$ cat src/rtl/ssci_pkg.sv
// ssci_pkg: constants, types and helpers of the serial switch command interface.
// assumes a single core clock; pins arrive asynchronous and are synchronised in the top.
package ssci_pkg;
    // register addresses
    localparam logic [6:0] ADDR_SW_DATA = 7'h01;
    localparam logic [6:0] ADDR_ERR_CFG = 7'h02;
    localparam logic [6:0] ADDR_ERR_FLAGS = 7'h03;
    localparam logic [6:0] ADDR_BURST = 7'h05;
    localparam logic [6:0] ADDR_RR_EN = 7'h06;
    localparam logic [6:0] ADDR_RR_CHAN = 7'h07;
    localparam logic [6:0] ADDR_CNV_EDGE = 7'h09;
    localparam logic [6:0] ADDR_SOFT_RST = 7'h0B;
    // reset values
    localparam logic [7:0] RST_ZERO = 8'h00;
    localparam logic [7:0] RST_ERR_CFG = 8'h06;
    localparam logic [7:0] RST_RR_CHAN = 8'hFF;
    // field positions in the error configuration and error flag registers
    localparam int BIT_CRC = 0;
    localparam int BIT_SCLK = 1;
    localparam int BIT_RW = 2;
    localparam logic [2:0] FLAG_BITS = 3'h7;
    // special patterns
    localparam logic [7:0] ALIGN_BYTE = 8'h25;
    localparam logic [15:0] CLEAR_CMD = 16'h6CA9;
    localparam logic [15:0] DAISY_CMD = 16'h2500;
    localparam logic [7:0] SRST_KEY1 = 8'hA3;
    localparam logic [7:0] SRST_KEY2 = 8'h05;
    localparam logic [7:0] CRC_POLY = 8'h07;
    localparam logic [7:0] CRC_SEED = 8'h00;
    // bit counts within a command word
    localparam logic [4:0] CNT_ZERO = 5'h00;
    localparam logic [4:0] CNT_ONE = 5'h01;
    localparam logic [4:0] ADDR_EDGE = 5'h08;
    localparam logic [4:0] CHECK_EDGE = 5'h09;
    localparam logic [4:0] WORD_LEN = 5'h10;
    localparam logic [4:0] WORD_LEN_CRC = 5'h18;
    localparam logic [4:0] CNT_MAX = 5'h1F;

    typedef enum logic {MODE_ADDR = 1'b0, MODE_DAISY = 1'b1} ssci_mode_t;

    typedef struct packed {
        logic csN;
        logic sclk;
        logic sdi;
    } ssci_pins_t;

    typedef struct packed {
        logic [7:0] swData;
        logic [7:0] errCfg;
        logic [7:0] errFlags;
        logic burstEn;
        logic rrEn;
        logic [7:0] rrChan;
        logic cnvEdge;
    } ssci_regs_t;

    localparam ssci_regs_t REGS_DEFAULT = '{RST_ZERO, RST_ERR_CFG, RST_ZERO, 1'b0, 1'b0,
                                            RST_RR_CHAN, 1'b0};

    // crc-8, msb first, over a 16-bit payload
    function automatic logic [7:0] ssci_crc8(input logic [15:0] data);
        logic [7:0] crc;
        crc = CRC_SEED;
        for (int i = 15; i >= 0; i--) begin
            crc = (crc[7] ^ data[i]) ? ({crc[6:0], 1'b0} ^ CRC_POLY) : {crc[6:0], 1'b0};
        end
        return crc;
    endfunction
endpackage

$ cat src/rtl/ssci_serial_switch_if.sv
// ssci_serial_switch_if: serial command interface of an spi-controlled analog mux.
// assumes csN/sclk/sdi are asynchronous pins and sclk is well below core_clk/8;
// sdo is open drain, the pad pulls it low while sdoOe is high.
`timescale 1ns/1ns
`default_nettype none
module ssci_serial_switch_if
    import ssci_pkg::*;
(
    input wire logic core_clk,
    input wire logic reset_n,
    input wire logic csN,
    input wire logic sclk,
    input wire logic sdi,
    output logic sdoOut,
    output logic sdoOe,
    output logic [7:0] switchData,
    output logic daisyMode
);
    typedef struct packed {
        ssci_pins_t sync1;
        ssci_pins_t sync2;
        ssci_pins_t sync3;
        ssci_pins_t filt;
        ssci_mode_t mode;
        ssci_regs_t regs;
        logic [4:0] bitCnt;
        logic [15:0] shiftIn;
        logic [15:0] payload;
        logic [6:0] addr;
        logic isRead;
        logic badAddr;
        logic wordDone;
        logic sawRise;
        logic [7:0] outShift;
        logic sdoBit;
        logic sdoOe;
        logic srstArm;
        logic daisyPend;
        logic [7:0] dcShift;
    } ssci_state_t;

    localparam ssci_state_t STATE_RESET = '{
        sync1: '1, sync2: '1, sync3: '1, filt: '1, mode: MODE_ADDR, regs: REGS_DEFAULT,
        bitCnt: CNT_ZERO, shiftIn: '0, payload: '0, addr: '0, isRead: 1'b0,
        badAddr: 1'b0, wordDone: 1'b0, sawRise: 1'b0, outShift: '1, sdoBit: 1'b1,
        sdoOe: 1'b0, srstArm: 1'b0, daisyPend: 1'b0, dcShift: RST_ZERO};

    ssci_state_t q;
    ssci_state_t next_q;

    // register read mux, write-only and missing addresses read as zero
    function automatic logic [7:0] readReg(input ssci_regs_t r, input logic [6:0] a);
        logic [7:0] v;
        v = RST_ZERO;
        case (a)
            ADDR_SW_DATA: v = r.swData;
            ADDR_ERR_CFG: v = r.errCfg;
            ADDR_ERR_FLAGS: v = r.errFlags;
            ADDR_BURST: v = {7'h00, r.burstEn};
            ADDR_RR_EN: v = {7'h00, r.rrEn};
            ADDR_RR_CHAN: v = r.rrChan;
            ADDR_CNV_EDGE: v = {7'h00, r.cnvEdge};
            default: v = RST_ZERO;
        endcase
        return v;
    endfunction

    // address legality: flags is read-only, soft reset is write-only
    function automatic logic addrOk(input logic [6:0] a, input logic rd);
        logic ok;
        ok = 1'b0;
        case (a)
            ADDR_SW_DATA, ADDR_ERR_CFG, ADDR_BURST, ADDR_RR_EN, ADDR_RR_CHAN,
            ADDR_CNV_EDGE: ok = 1'b1;
            ADDR_ERR_FLAGS: ok = rd;
            ADDR_SOFT_RST: ok = !rd;
            default: ok = 1'b0;
        endcase
        return ok;
    endfunction

    // next-state logic
    always_comb begin
        logic csFall;
        logic csRise;
        logic inFrame;
        logic rise;
        logic fall;
        logic bitIn;
        logic crcOn;
        logic [4:0] wordLen;
        logic [4:0] cnt;
        logic [15:0] word;
        logic [15:0] pl;
        logic crcGood;
        logic exempt;
        logic doWrite;
        logic [7:0] resp;
        logic [7:0] byteOut;
        logic [2:0] setFlags;
        csFall = 1'b0;
        csRise = 1'b0;
        inFrame = 1'b0;
        rise = 1'b0;
        fall = 1'b0;
        bitIn = 1'b0;
        crcOn = q.regs.errCfg[BIT_CRC];
        wordLen = crcOn ? WORD_LEN_CRC : WORD_LEN;
        cnt = CNT_ZERO;
        word = '0;
        pl = '0;
        crcGood = 1'b1;
        exempt = 1'b0;
        doWrite = 1'b0;
        resp = q.isRead ? readReg(q.regs, q.addr) : RST_ZERO;
        byteOut = q.outShift;
        setFlags = 3'h0;
        next_q = q;

        // three-stage synchroniser; a level counts once stages two and three agree
        next_q.sync1 = '{csN, sclk, sdi};
        next_q.sync2 = q.sync1;
        next_q.sync3 = q.sync2;
        for (int i = 0; i < 3; i++) begin
            if (q.sync2[i] == q.sync3[i]) begin
                next_q.filt[i] = q.sync3[i];
            end
        end
        csFall = q.filt.csN & ~next_q.filt.csN;
        csRise = ~q.filt.csN & next_q.filt.csN;
        inFrame = ~q.filt.csN & ~next_q.filt.csN;
        rise = inFrame & ~q.filt.sclk & next_q.filt.sclk;
        fall = inFrame & q.filt.sclk & ~next_q.filt.sclk;
        bitIn = next_q.filt.sdi;
        exempt = !q.isRead && (q.addr == CLEAR_CMD[14:8] || q.addr == DAISY_CMD[14:8]);

        // frame start: counter cleared, alignment byte queued msb first (daisy mode presents the daisy shift msb instead)
        if (csFall) begin
            next_q.bitCnt = CNT_ZERO;
            next_q.wordDone = 1'b0;
            next_q.badAddr = 1'b0;
            next_q.sawRise = 1'b0;
            if (q.mode == MODE_DAISY) begin
                next_q.sdoBit = q.dcShift[7];
            end else begin
                next_q.sdoBit = ALIGN_BYTE[7];
                next_q.outShift = {ALIGN_BYTE[6:0], 1'b1};
            end
        end

        // rising edge: shift in, decode, complete a word
        if (rise) begin
            word = {q.shiftIn[14:0], bitIn};
            next_q.shiftIn = word;
            next_q.sawRise = 1'b1;
            if (q.mode == MODE_DAISY) begin
                next_q.dcShift = {q.dcShift[6:0], bitIn};
            end else begin
                // saturating count, so an overlong frame never aliases back
                cnt = (q.bitCnt == CNT_MAX) ? CNT_MAX : q.bitCnt + CNT_ONE;
                next_q.bitCnt = cnt;
                if (!q.wordDone) begin
                    if (cnt == ADDR_EDGE) begin
                        next_q.isRead = word[7];
                        next_q.addr = word[6:0];
                    end
                    if (cnt == CHECK_EDGE) begin
                        next_q.badAddr = !addrOk(q.addr, q.isRead);
                        if (!addrOk(q.addr, q.isRead) && !exempt) begin
                            setFlags[BIT_RW] = q.regs.errCfg[BIT_RW];
                        end
                    end
                    if (cnt == WORD_LEN) begin
                        next_q.payload = word;
                    end
                    if (cnt == wordLen) begin
                        pl = crcOn ? q.payload : word;
                        crcGood = !crcOn || word[7:0] == ssci_crc8(q.payload);
                        if (!crcGood) begin
                            setFlags[BIT_CRC] = 1'b1;
                        end else if (pl == CLEAR_CMD) begin
                            next_q.regs.errFlags = RST_ZERO;
                        end else if (pl == DAISY_CMD) begin
                            next_q.daisyPend = 1'b1;
                        end else if (exempt && q.badAddr) begin
                            setFlags[BIT_RW] = q.regs.errCfg[BIT_RW];
                        end
                        doWrite = crcGood && !q.isRead && !q.badAddr;
                        if (doWrite) begin
                            case (q.addr)
                                ADDR_SW_DATA: next_q.regs.swData = pl[7:0];
                                ADDR_ERR_CFG: next_q.regs.errCfg = {5'h00, pl[2:0]};
                                ADDR_BURST: next_q.regs.burstEn = pl[0];
                                ADDR_RR_EN: next_q.regs.rrEn = pl[0];
                                ADDR_RR_CHAN: next_q.regs.rrChan = pl[7:0];
                                ADDR_CNV_EDGE: next_q.regs.cnvEdge = pl[0];
                                default: next_q.regs.swData = q.regs.swData;
                            endcase
                        end
                        // soft reset key: two back-to-back commands to its address
                        next_q.srstArm = doWrite && q.addr == ADDR_SOFT_RST
                                         && pl[7:0] == SRST_KEY1;
                        if (doWrite && q.addr == ADDR_SOFT_RST && q.srstArm
                            && pl[7:0] == SRST_KEY2) begin
                            next_q.regs = REGS_DEFAULT;
                        end
                        // burst decided by the value this word leaves behind, so a soft reset
                        // or a burst toggle inside the frame still counts as one whole word
                        if (next_q.regs.burstEn) begin
                            next_q.bitCnt = CNT_ZERO;
                            next_q.badAddr = 1'b0;
                        end else begin
                            next_q.wordDone = 1'b1;
                        end
                    end
                end
            end
        end

        // falling edge after a rising edge: present the next output bit
        if (fall && q.sawRise) begin
            next_q.sawRise = 1'b0;
            if (q.mode == MODE_DAISY) begin
                next_q.sdoBit = q.dcShift[7];
            end else begin
                if (!q.wordDone && q.bitCnt == ADDR_EDGE) begin
                    byteOut = resp;
                end else if (!q.wordDone && crcOn && q.bitCnt == WORD_LEN) begin
                    byteOut = ssci_crc8({ALIGN_BYTE, resp});
                end else if (q.bitCnt == CNT_ZERO) begin
                    byteOut = ALIGN_BYTE;
                end
                next_q.sdoBit = byteOut[7];
                next_q.outShift = {byteOut[6:0], 1'b1};
            end
        end

        // frame end: clock count check, daisy load, daisy entry
        if (csRise) begin
            if (q.mode == MODE_DAISY) begin
                next_q.regs.swData = q.dcShift;
            end else begin
                if (q.regs.burstEn ? q.bitCnt != CNT_ZERO : q.bitCnt != wordLen) begin
                    setFlags[BIT_SCLK] = q.regs.errCfg[BIT_SCLK];
                end
                if (q.daisyPend) begin
                    next_q.mode = MODE_DAISY;
                    next_q.dcShift = RST_ZERO;
                    next_q.daisyPend = 1'b0;
                end
            end
        end

        // flag sets come last so a set in a clearing cycle is never lost
        next_q.regs.errFlags[2:0] = next_q.regs.errFlags[2:0] | (setFlags & FLAG_BITS);
        // open drain: pull low only for a zero bit inside a frame
        next_q.sdoOe = ~next_q.filt.csN & ~next_q.sdoBit;
    end

    // state register; synchronous reset restores every default
    always_ff @(posedge core_clk) begin
        if (!reset_n) begin
            q <= STATE_RESET;
        end else begin
            q <= next_q;
        end
    end

    // outputs straight from flops; sdo data is always the low level
    assign sdoOut = 1'b0;
    assign sdoOe = q.sdoOe;
    assign switchData = q.regs.swData;
    assign daisyMode = q.mode;
endmodule
`default_nettype wire

$ cat config.mk
export PLATFORM = sky130hd
export DESIGN_NAME = ssci_serial_switch_if
export DESIGN_NICKNAME = d
export VERILOG_FILES = /design/src/rtl/ssci_pkg.sv /design/src/rtl/ssci_serial_switch_if.sv
export SDC_FILE = /design/constraint.sdc
export NUM_CORES = 1
export LEC_CHECK = 0
export BUFFER_PORTS_ARGS = -buffer_cell sky130_fd_sc_hd__buf_2
export CAP_MARGIN = 20
export CORE_MARGIN = 10
export CORE_UTILIZATION = 35
export CTS_CLUSTER_DIAMETER = 150
export CTS_CLUSTER_SIZE = 28
export DETAILED_ROUTE_END_ITERATION = 10
export GPL_TIMING_DRIVEN = 0
export PLACE_DENSITY = 0.54
export SYNTH_ARGS = -nofsm -noshare
export SYNTH_HDL_FRONTEND = slang
export SYNTH_SLANG_ARGS = --single-unit
$ cat constraint.sdc
create_clock -name core_clk -period 8.2 [get_ports core_clk]
set_input_delay 0.41 -clock core_clk [delete_from_list [all_inputs] [get_ports core_clk]]
set_output_delay 0.41 -clock core_clk [all_outputs]
set_load 0.05 [all_outputs]
==> metrics.md, run 1 <==
| Metric | Value |
|---|---|
| DRT Wirelength | `18.1 mm` |
| Core Box Area | `17100 µm²` |
| Final setup violation count | `0` |
| DR iter-0 viols | `418` |
| CP Max Fanout | `10` |
| Synthesized area | `6050 µm²` |
| Synth async-reset ratio | `0` |
| Via density per instance | `5.51` |
| Area Growth Syn to Fin | `11.0%` |
| Metal-1 WL | `8.73 mm` |
| Number of flops mapped to enable cells by yosys | `0` |
| Area contributors post-synth | `dfxtp_1 35%, mux2i_1 5.1%, nand2_1 5.0%` |
| Synth Area per Inst | `8.17 µm²` |
| Worst-Margin Slew | `0.923 ns` |
| H-Tree Depth | `3` |
| Worst path most repeated cell | `nor2_1` |
| DRT antenna net count | `0` |
| R2R Setup Slk | `4.33 ns` |
| Crit end category | `flip-flop` |
| Final min period | `3.87 ns` |
| Seq pwr share | `0.514` |
| Largest net degree at the start of global routing | `19` |
| Syn Inst Count | `741` |
| Clk Latency, worst-skew pair | `0.36 ns` |
| Worst path cell trace | `clkbuf_1 > nor2_1 > nand4_1 > or2_2 > nor2_1 > nand2_1 > nor2_1 > clkbuf_1 > mux2i_1 > nor2_1` |
| Type of the most critical hold path | `in2reg` |
| Most frequent cells in the layout | `105 x dfxtp_1, 81 x nand2_1, 76 x nor2_1` |
| # nets final | `773` |
| Total die area | `23000 µm²` |
| Clock Power Share | `0.467` |
| Power, Total | `997 µW` |
| Port Buffers | `14` |
| Crit share post-route | `0.472` |
| Sequential-to-total area share from yosys stat | `0.347` |
| R2r startpoint | `q[106]` |
| Final Max Slew Viols | `0` |
| Initial core utilization | `0.354` |
| Clk sink count | `105` |
| Startpoint class of the critical path | `flip-flop` |
| RSZ-0062 raised after global routing | `false` |
| Crit path to | `q[45]` |
| Antenna violations before repair | `0` |
| Worst Path Arrival | `4.09 ns` |
| GRT overflow | `0` |
| Non-filler instance count after layout | `996` |
| CP max stage delay | `0.69 ns` |
| Vias in the first global route | `4910` |
| Prevailing post-synth register cell | `dfxtp_1` |
| Switching Power | `229 µW` |
| Adder-cell area share of the yosys netlist | `0.00579` |
| Fmax | `258 MHz` |
| Combinational share of power | `0.019` |
| Die X | `152 µm` |
| Slowest cell on the critical path | `nor2_1` |
| Leak Pwr | `2.34 nW` |
| Worst VDD drop | `0.102 mV` |
| Synth Area in XOR/XNOR | `0.0756` |
| Routed len/inst | `18.2 µm` |
| WL met2 | `8.35 mm` |
| Hold WS | `0.231 ns` |
| Post-Route Setup TNS | `0 ns` |
| Vert. Die Dim | `152 µm` |
| Post-synthesis simple-gate area fraction | `0.230` |
| Diodes inserted | `0` |
| Final hold vios | `0` |
| CP startpoint | `q[106]` |
| Synth Area in Compound Gates | `0.205` |
| TritonCTS Buffers | `9` |
| RePlAce Congestion | `0.922` |
| Status | `finished, final reports clean` |
| Placed insts | `980` |
| Clock slew seen by the registers of the worst setup and hold paths | `0.07 ns` |
| 1st-pass router iterations | `5` |
| R2R depth | `10` |
| IO Pins | `16` |
| Synth area leader | `dfxtp_1` |
| Number of post-CTS setup repair buffers | `0` |
| Commonest non-fill, non-tap cell in the layout | `dfxtp_1` |
| Mux contribution to synthesized area | `0.0810` |
| Global Route Usage Sum | `0.159` |
| Hold Buf Count CTS | `0` |
| Net Sw Frac | `0.229` |
| Worst EP required | `8.42 ns` |
| Post-DP HPWL | `13.5 mm` |
| Top Layer Used | `met4` |
| Wire length on met3 | `911 µm` |
| Reg2reg end | `q[45]` |
| Root Buffer | `clkbuf_16` |
| Pwr dens | `148 nW/µm²` |
| Flops & latches, synth | `105` |
| Distinct cells, synth | `73` |
| Final Skew | `0.00721 ns` |
| Worst setup path class | `reg2reg` |
| Max-Slew Margin vs Limit | `0.379` |
| Via count | `5484` |
| Largest family of logic cells by synthesized area | `simple AND/OR/NAND/NOR gates` |
| Pint | `768 µW` |
| # DRC | `0` |
| Layout cell share with drive strength beyond 1 | `0.0973` |
| Post-CTS resize count | `0` |
| Max_cap viols | `0` |
| YS warnings | `0` |
| Clock tree buffer depth | `2` |
| Yosys top cell area share | `0.347` |
| Synthesized Nets | `748` |
| Global-route wire length before repair | `28.5 mm` |
| CTS tree | `yes` |
| Site Rows | `48` |
==> per-layer routing <==
metal / track usage / vias to the layer above
li1: - / 2714
met1: 0.223 / 2617
met2: 0.249 / 140
met3: 0.0294 / 13
met4: 0.0367 / 0
met5: 0 / -
==> sequential cells by signal (all words and copies together), names as in the netlist <==
register    flops
daisyMode       1
switchData      8
next_q          6
sdoOe           1
q              89
==> logic make-up (layout without fill, tap and decap cells) <==
| kind of cell | Yosys count | count (layout) |
|---|---|---|
| compound gates | 182 | 182 |
| xor+xnor | 43 | 43 |
| mux | 47 | 47 |
| buf+inv | 74 | 104 |
| simple gates | 286 | 286 |
| flops | 105 | 105 |
| other cells | 1 | 1 |
| fa+ha+maj | 3 | 3 |
==> through the flow <==
stage                     setup slack [ns]   util  instance area, µm²
after detailed placement              4.38  0.374                6410
after CTS                             4.37  0.393                6720
final                                 4.33  0.393                6720
after floorplan                       5.14      -                6050
after global routing                  4.11  0.393                6720
after global placement                4.36  0.374                6410
==> power by group through the flow <==
stage          registers [mW]  logic (mW)  clock network [mW]
5_1_grt                 0.513      0.0208               0.494
4_1_cts                 0.512      0.0191               0.477
3_5_place_dp            0.524      0.0191                   0
2_1_floorplan           0.524      0.0115                   0
6_report                0.512      0.0192               0.465
3_3_place_gp            0.524      0.0191                   0
==> cell usage after synthesis, types with 10 or more instances <==
library cell / count
nor2_1: 76
o31ai_1: 11
mux2i_1: 31
a21oi_1: 56
o21ai_0: 30
and3_1: 10
inv_1: 12
clkbuf_1: 47
nand2b_1: 15
nand2_1: 81
nor3_1: 13
nand4_1: 14
nor4_1: 10
nand3_1: 24
a31oi_1: 15
xnor2_1: 25
buf_4: 10
mux2_2: 16
xor2_1: 12
dfxtp_1: 105
==> critical path: cells and delay by family, from the launching register on <==
family	cells	cell delay [ns]
buf+inv	2	0.80
mux	1	0.26
flops	1	0.30
simple gates	7	2.36
==> area by class of cell <==
cell class,count,area (µm²)
Tap cell,225,282
Fill cell,1815,10400
Clock inverter,5,70.1
Timing Repair Buffer,14,70.1
Multi-Input combinational cell,562,3620
Inverter,12,45.0
Clock buffer,11,243
Buffer,62,285
Sequential cell,105,2100
==> worst min-delay path by stage <==
stage	startpoint	to	slack, ns	cells past startpoint
after CTS	csN	next_q[112]	0.23	2
after detailed placement	next_q[111]	next_q[108]	0.39	1
after global routing	sdi	next_q[110]	0.22	2
after global placement	next_q[110]	next_q[107]	0.39	1
final	csN	next_q[112]	0.23	2
after floorplan	next_q[110]	next_q[107]	0.39	1
Power figures use the tool's default switching activity.
==> inputs of run 2 (changes only) <==
--- a/config.mk
+++ b/config.mk
@@ -13,7 +13,7 @@
 export CTS_CLUSTER_SIZE = 28
 export DETAILED_ROUTE_END_ITERATION = 10
 export GPL_TIMING_DRIVEN = 0
-export PLACE_DENSITY = 0.54
+export PLACE_DENSITY = 0.56
 export SYNTH_ARGS = -nofsm -noshare
 export SYNTH_HDL_FRONTEND = slang
 export SYNTH_SLANG_ARGS = --single-unit
==> constraint.sdc (replaced) <==
create_clock -name core_clk -period 3.2 [get_ports core_clk]
set_input_delay 0.16 -clock core_clk [delete_from_list [all_inputs] [get_ports core_clk]]
set_output_delay 0.16 -clock core_clk [all_outputs]
set_load 0.05 [all_outputs]
==> metrics.md, run 2 (synthesis results as in run 1) <==
| Metric | Value |
|---|---|
| Clock tree buffer depth | `2 (unchanged)` |
| Global-route wire length before repair | `28.4 mm (-0.41%)` |
| Non-filler instance count after layout | `1003 (+0.70%)` |
| CP max stage delay | `0.48 ns (-0.21 ns)` |
| DRT Wirelength | `18.2 mm (+0.27%)` |
| Placed cell area | `6410 µm² (unchanged)` |
| IO Pins | `16 (unchanged)` |
| Routed len/inst | `18.1 µm (-0.43%)` |
| Commonest non-fill, non-tap cell in the layout | `dfxtp_1` |
| # nets final | `780 (+0.91%)` |
| Worst VDD drop | `0.269 mV (+170%)` |
| Final min period | `3.14 ns (-0.738 ns)` |
| Type of the most critical hold path | `in2reg` |
| Switching Power | `594 µW (+160%)` |
| Site Rows | `48 (unchanged)` |
| Net Sw Frac | `0.238 (+0.00807)` |
| Clk sink count | `105 (unchanged)` |
| Global Route Usage Sum | `0.158 (-0.00187)` |
| Total die area | `23000 µm² (unchanged)` |
| Min-Delay Endpoint | `q[81]` |
| Final hold vios | `0 (unchanged)` |
| Diodes inserted | `0 (unchanged)` |
| Top reg by flops | `q` |
| Hold Path Stages | `4 (+2)` |
| Final setup violation count | `0 (unchanged)` |
| CTS tree | `yes` |
| Port Buffers | `14 (unchanged)` |
| Pwr dens | `360 nW/µm² (+140%)` |
| R2R Setup Slk | `0.06 ns (-4.26 ns)` |
| # DRC | `0 (unchanged)` |
| Root Buffer | `clkbuf_16` |
| Hold WS | `0.289 ns (+0.0587 ns)` |
| Fmax | `319 MHz (+24%)` |
| Clock Power Share | `0.455 (-0.012)` |
| Startpoint class of the critical path | `flip-flop` |
| Area Growth Syn to Fin | `14.8%` |
| Max reg flops | `89 (unchanged)` |
| CP Depth | `9 (-1)` |
| Vert. Die Dim | `152 µm (unchanged)` |
| Post-route cell area | `6950 µm² (+3.4%)` |
| Cell family with most CP delay | `compound AO/OA/AOI/OAI gates` |
| Post-DP HPWL | `13.4 mm (-1.0%)` |
| Worst setup path class | `reg2reg` |
| Most frequent cells in the layout | `99 x dfxtp_1, 81 x nand2_1, 75 x nor2_1` |
| CP Max Fanout | `10 (unchanged)` |
| Worst path cell trace | `xnor2_4 > xnor3_1 > xnor2_1 > or3_1 > a221o_2 > o31a_4 > buf_6 > o31ai_1 > a21oi_1` |
| Clk Latency, worst-skew pair | `0.37 ns (about the same)` |
| R2r startpoint | `q[39]` |
| Final Skew | `0.00685 ns (-0.000361 ns)` |
| Worst Path Buf+Inv | `1 (-1)` |
| Final Max Slew Viols | `0 (unchanged)` |
| GRT overflow | `0 (unchanged)` |
| Placed insts | `980 (unchanged)` |
| Setup WS post-layout | `0.0647 ns (-4.26 ns)` |
| Vias in the first global route | `5025 (+2.3%)` |
| Via density per instance | `5.49 (-0.35%)` |
| RePlAce Congestion | `0.899 (-2.5%)` |
| Register area | `2110 µm² (+0.60%)` |
| Status | `finished, final reports clean` |
| Crit end category | `flip-flop` |
| Pre-CTS WS | `-0.653 ns (-5.03 ns)` |
| Fillers | `1784 (-1.7%)` |
| Crit share post-route | `0.980 (+0.507)` |
| DR iter-0 viols | `365 (-13%)` |
| Worst-Margin Slew | `0.901 ns (-0.0223 ns)` |
| Leak Pwr | `2.41 nW (+2.9%)` |
| Initial core utilization | `0.354 (unchanged)` |
| Max_cap viols | `0 (unchanged)` |
| H-Tree Depth | `3 (unchanged)` |
| Largest net degree at the start of global routing | `19 (unchanged)` |
| Die X | `152 µm (unchanged)` |
| Layout cell share with drive strength beyond 1 | `0.145 (+0.0480)` |
| DRT antenna net count | `0 (unchanged)` |
| HP Start | `reset_n` |
| Max-Slew Margin vs Limit | `0.397 (+0.0184)` |
| R2R depth | `9 (-1)` |
| Seq pwr share | `0.524 (+0.010)` |
| Antenna violations before repair | `0 (unchanged)` |
| Slowest cell on the critical path | `xnor3_1` |
| Core Box Area | `17100 µm² (unchanged)` |
| Core Util, Final | `0.406 (+0.0134)` |
| TritonCTS Buffers | `9 (unchanged)` |
| Worst EP required | `3.44 ns (-4.98 ns)` |
| Combinational share of power | `0.020 (about the same)` |
| Reg2reg end | `switchData[6]` |
| Via count | `5503 (+0.35%)` |
| Multi-input logic area | `3760 µm² (+3.9%)` |
| Worst Path Arrival | `3.38 ns (-0.71 ns)` |
| RSZ-0062 raised after global routing | `true` |
| 1st-pass router iterations | `5 (unchanged)` |
| Pint | `1.91 mW (+150%)` |
| Power, Total | `2.50 mW (+150%)` |
| Clock slew seen by the registers of the worst setup and hold paths | `0.08 ns (about the same)` |
| Post-Route Setup TNS | `0 ns (unchanged)` |
-- run 2: power groups by stage --
stage	combinational (mW)	clock (mW)	sequential (mW)
floorplan	0.0296	0	1.34
global placement	0.0489	0	1.34
detailed placement	0.0485	0	1.34
CTS	0.0512	1.16	1.31
global route	0.0554	1.22	1.31
finish	0.0512	1.14	1.31
-- run 2: repair_timing --
item,in CTS,in global routing
endpoints found under the hold margin,3,0
setup buffers,2,6
endpoints found under the setup margin,57,32
gates resized for setup,15,27
pin swaps,2,6
hold buffers,3,0
-- run 2: worst max path at each step --
stage / from / slack (ns) / end
global placement: q[106] / -0.67 / q[44]
finish: q[39] / 0.06 / switchData[6]
floorplan: q[43] / 0.14 / switchData[3]
detailed placement: q[106] / -0.65 / q[43]
global route: q[39] / -0.02 / switchData[5]
CTS: q[46] / 0.001 / switchData[5]
-- run 2: worst min-delay path, stage by stage --
cell      delay [ns]
buf_2           0.14
nand2_1         0.07
or4_1           0.11
o221ai_1        0.11
-- run 2: metal layers --
| layer | up-vias | GRT usage | share of wire |
|---|---|---|---|
| met5 | - | 0 | 0 |
| met4 | 0 | 0.0458 | 0.016 |
| met3 | 22 | 0.0258 | 0.039 |
| met2 | 121 | 0.248 | 0.46 |
| met1 | 2631 | 0.217 | 0.49 |
| li1 | 2729 | - | - |
-- run 2: layout make-up --
type                    count  share of cell area
plain buffers              58              0.0409
clock buffers              11              0.0364
clock inverters             5             0.00612
inverters                  12             0.00648
multi-input cells         562               0.542
flip-flops and latches    105               0.304
well taps                 225              0.0405
repair buffers             25              0.0236
==> inputs of run 3 (changes only) <==
--- a/config.mk
+++ b/config.mk
@@ -13,7 +13,7 @@
 export CTS_CLUSTER_SIZE = 28
 export DETAILED_ROUTE_END_ITERATION = 10
 export GPL_TIMING_DRIVEN = 0
-export PLACE_DENSITY = 0.56
+export PLACE_DENSITY = 0.63
 export SYNTH_ARGS = -nofsm -noshare
 export SYNTH_HDL_FRONTEND = slang
 export SYNTH_SLANG_ARGS = --single-unit
==> metrics.md, run 3 (synthesis results as in run 1) <==
| Metric | Value |
|---|---|
| Worst path cell trace | `xnor2_1 > xnor3_2 > or3_1 > a211o_1 > and2_1 > o31a_4 > buf_6 > o31ai_2 > a31oi_1` |
| Top reg by flops | `q` |
| Crit end category | `flip-flop` |
| Final setup violation count | `0 (unchanged)` |
| Post-Route Setup TNS | `0 ns (unchanged)` |
| TritonCTS Buffers | `9 (unchanged)` |
| # nets final | `776 (-0.51%)` |
| Pre-CTS WS | `-0.533 ns (+0.120 ns)` |
| DR iter-0 viols | `315 (-14%)` |
| Placed insts | `980 (unchanged)` |
| Worst EP required | `3.43 ns (about the same)` |
| Core Util, Final | `0.403 (-0.00278)` |
| Fmax | `321 MHz (+0.77%)` |
| Diodes inserted | `0 (unchanged)` |
| Vert. Die Dim | `152 µm (unchanged)` |
| Max-Slew Margin vs Limit | `0.415 (+0.0182)` |
| GRT overflow | `0 (unchanged)` |
| 1st-pass router iterations | `6 (+1)` |
| RePlAce Congestion | `0.925 (+2.9%)` |
| Port Buffers | `14 (unchanged)` |
| Clk Latency, worst-skew pair | `0.36 ns (about the same)` |
| Setup WS post-layout | `0.0888 ns (+0.0241 ns)` |
| Fillers | `1764 (-1.1%)` |
| Commonest non-fill, non-tap cell in the layout | `dfxtp_1` |
| Area Growth Syn to Fin | `14.0%` |
| IO Pins | `16 (unchanged)` |
| Clk sink count | `105 (unchanged)` |
| Leak Pwr | `2.39 nW (-0.99%)` |
| Post-DP HPWL | `12.9 mm (-3.7%)` |
| # DRC | `0 (unchanged)` |
| Max_cap viols | `0 (unchanged)` |
| Status | `finished, final reports clean` |
| Core Box Area | `17100 µm² (unchanged)` |
| Final min period | `3.11 ns (-0.0241 ns)` |
| Final Max Slew Viols | `0 (unchanged)` |
| CP max stage delay | `0.62 ns (+0.14 ns)` |
| Crit share post-route | `0.972 (-0.00752)` |
| Final hold vios | `0 (unchanged)` |
| Global-route wire length before repair | `28.4 mm (+0.17%)` |
| Initial core utilization | `0.354 (unchanged)` |
| Via count | `5513 (+0.18%)` |
| Most frequent cells in the layout | `96 x dfxtp_1, 81 x nand2_1, 75 x nor2_1` |
| Worst-Margin Slew | `0.874 ns (-0.0272 ns)` |
| Layout cell share with drive strength beyond 1 | `0.147 (+0.00204)` |
| Global Route Usage Sum | `0.156 (-0.00157)` |
| Die X | `152 µm (unchanged)` |
| Worst Path Buf+Inv | `1 (unchanged)` |
| Slowest cell on the critical path | `dfxtp_1` |
| DRT antenna net count | `0 (unchanged)` |
| Non-filler instance count after layout | `999 (-0.40%)` |
| Register area | `2120 µm² (+0.18%)` |
| Worst VDD drop | `0.311 mV (+16%)` |
| Worst Path Arrival | `3.35 ns (-0.03 ns)` |
| Clock tree buffer depth | `2 (unchanged)` |
| Final Skew | `0.00948 ns (+0.00263 ns)` |
| H-Tree Depth | `3 (unchanged)` |
| Clock slew seen by the registers of the worst setup and hold paths | `0.08 ns (about the same)` |
| Via density per instance | `5.52 (+0.58%)` |
| Max reg flops | `89 (unchanged)` |
| Cell family with most CP delay | `compound AO/OA/AOI/OAI gates` |
| Largest net degree at the start of global routing | `21 (+2)` |
| Total die area | `23000 µm² (unchanged)` |
| Pwr dens | `359 nW/µm² (-0.31%)` |
| Antenna violations before repair | `0 (unchanged)` |
| Routed len/inst | `17.6 µm (-2.8%)` |
| Startpoint class of the critical path | `flip-flop` |
| Root Buffer | `clkbuf_16` |
| CP Max Fanout | `10 (unchanged)` |
| DRT Wirelength | `17.6 mm (-3.2%)` |
| CTS tree | `yes` |
| Worst setup path class | `reg2reg` |
| Multi-input logic area | `3750 µm² (-0.40%)` |
| Vias in the first global route | `5207 (+3.6%)` |
| Type of the most critical hold path | `in2reg` |
| Site Rows | `48 (unchanged)` |
run 3: cell types whose count changed in the layout (fill, tap and decap cells not counted), moves of 2 or more:
cell,previous run,this run
buf_4,17,14
dfxtp_1,99,96
clkbuf_8,2,0
dfxtp_2,4,7
run 3: routing by layer:
| layer | global-route usage | part of all wire |
|---|---|---|
| met5 | 0 | 0 |
| met1 | 0.205 | 0.48 |
| met4 | 0.0272 | 0.011 |
| met2 | 0.257 | 0.46 |
| met3 | 0.0368 | 0.049 |
run 3: power breakdown:
part	switching (mW)	leakage, nW	internal (mW)	total [mW]
Sequential	0.00217	0.853	1.31	1.31
Combinational	0.0373	1.39	0.0137	0.0510
Clock	0.564	0.143	0.551	1.11
Total	0.603	2.39	1.87	2.48
run 3: path summary, 6_finish.rpt:
check               from            end  slack, ns  depth (start not counted)
max                q[53]  switchData[5]       0.09                          9
min              reset_n          q[81]       0.31                          4
max reg2reg        q[53]  switchData[5]       0.09                          9
min reg2reg  next_q[110]    next_q[107]       0.41                          1
run 3: through the flow:
| stage | total power, mW | instance area, µm² | hold slack, ns |
|---|---|---|---|
| 6_report | 2.48 | 6900 | 0.313 |
| 5_1_grt | 2.55 | 6900 | 0.321 |
| 2_1_floorplan | 1.37 | 6050 | 0.261 |
| 3_3_place_gp | 1.39 | 6410 | 0.341 |
| 3_5_place_dp | 1.39 | 6410 | 0.345 |
| 4_1_cts | 2.51 | 6820 | 0.281 |
run 3: what timing repair did:
item                                    CTS  global route
pin swaps                                 5             4
cloned                                    0             0
buffers inserted                          3             1
hold endpoints to repair                  3             0
gates resized for setup                  18            26
endpoints found under the setup margin   42            31
hold buffers                              3             0
run 3: area by class of cell:
cell class / instances / area share
well taps: 225 / 0.0408
multi-input cells: 562 / 0.543
flip-flops and latches: 105 / 0.307
clock inverters: 7 / 0.00997
plain buffers: 58 / 0.0410
inverters: 12 / 0.00653
clock buffers: 9 / 0.0326
repair buffers: 21 / 0.0189
run 3: tightest hold or removal path: stages:
cell      delay, ns
buf_2          0.15
nand2_1        0.07
or4_1          0.13
o221ai_1       0.11
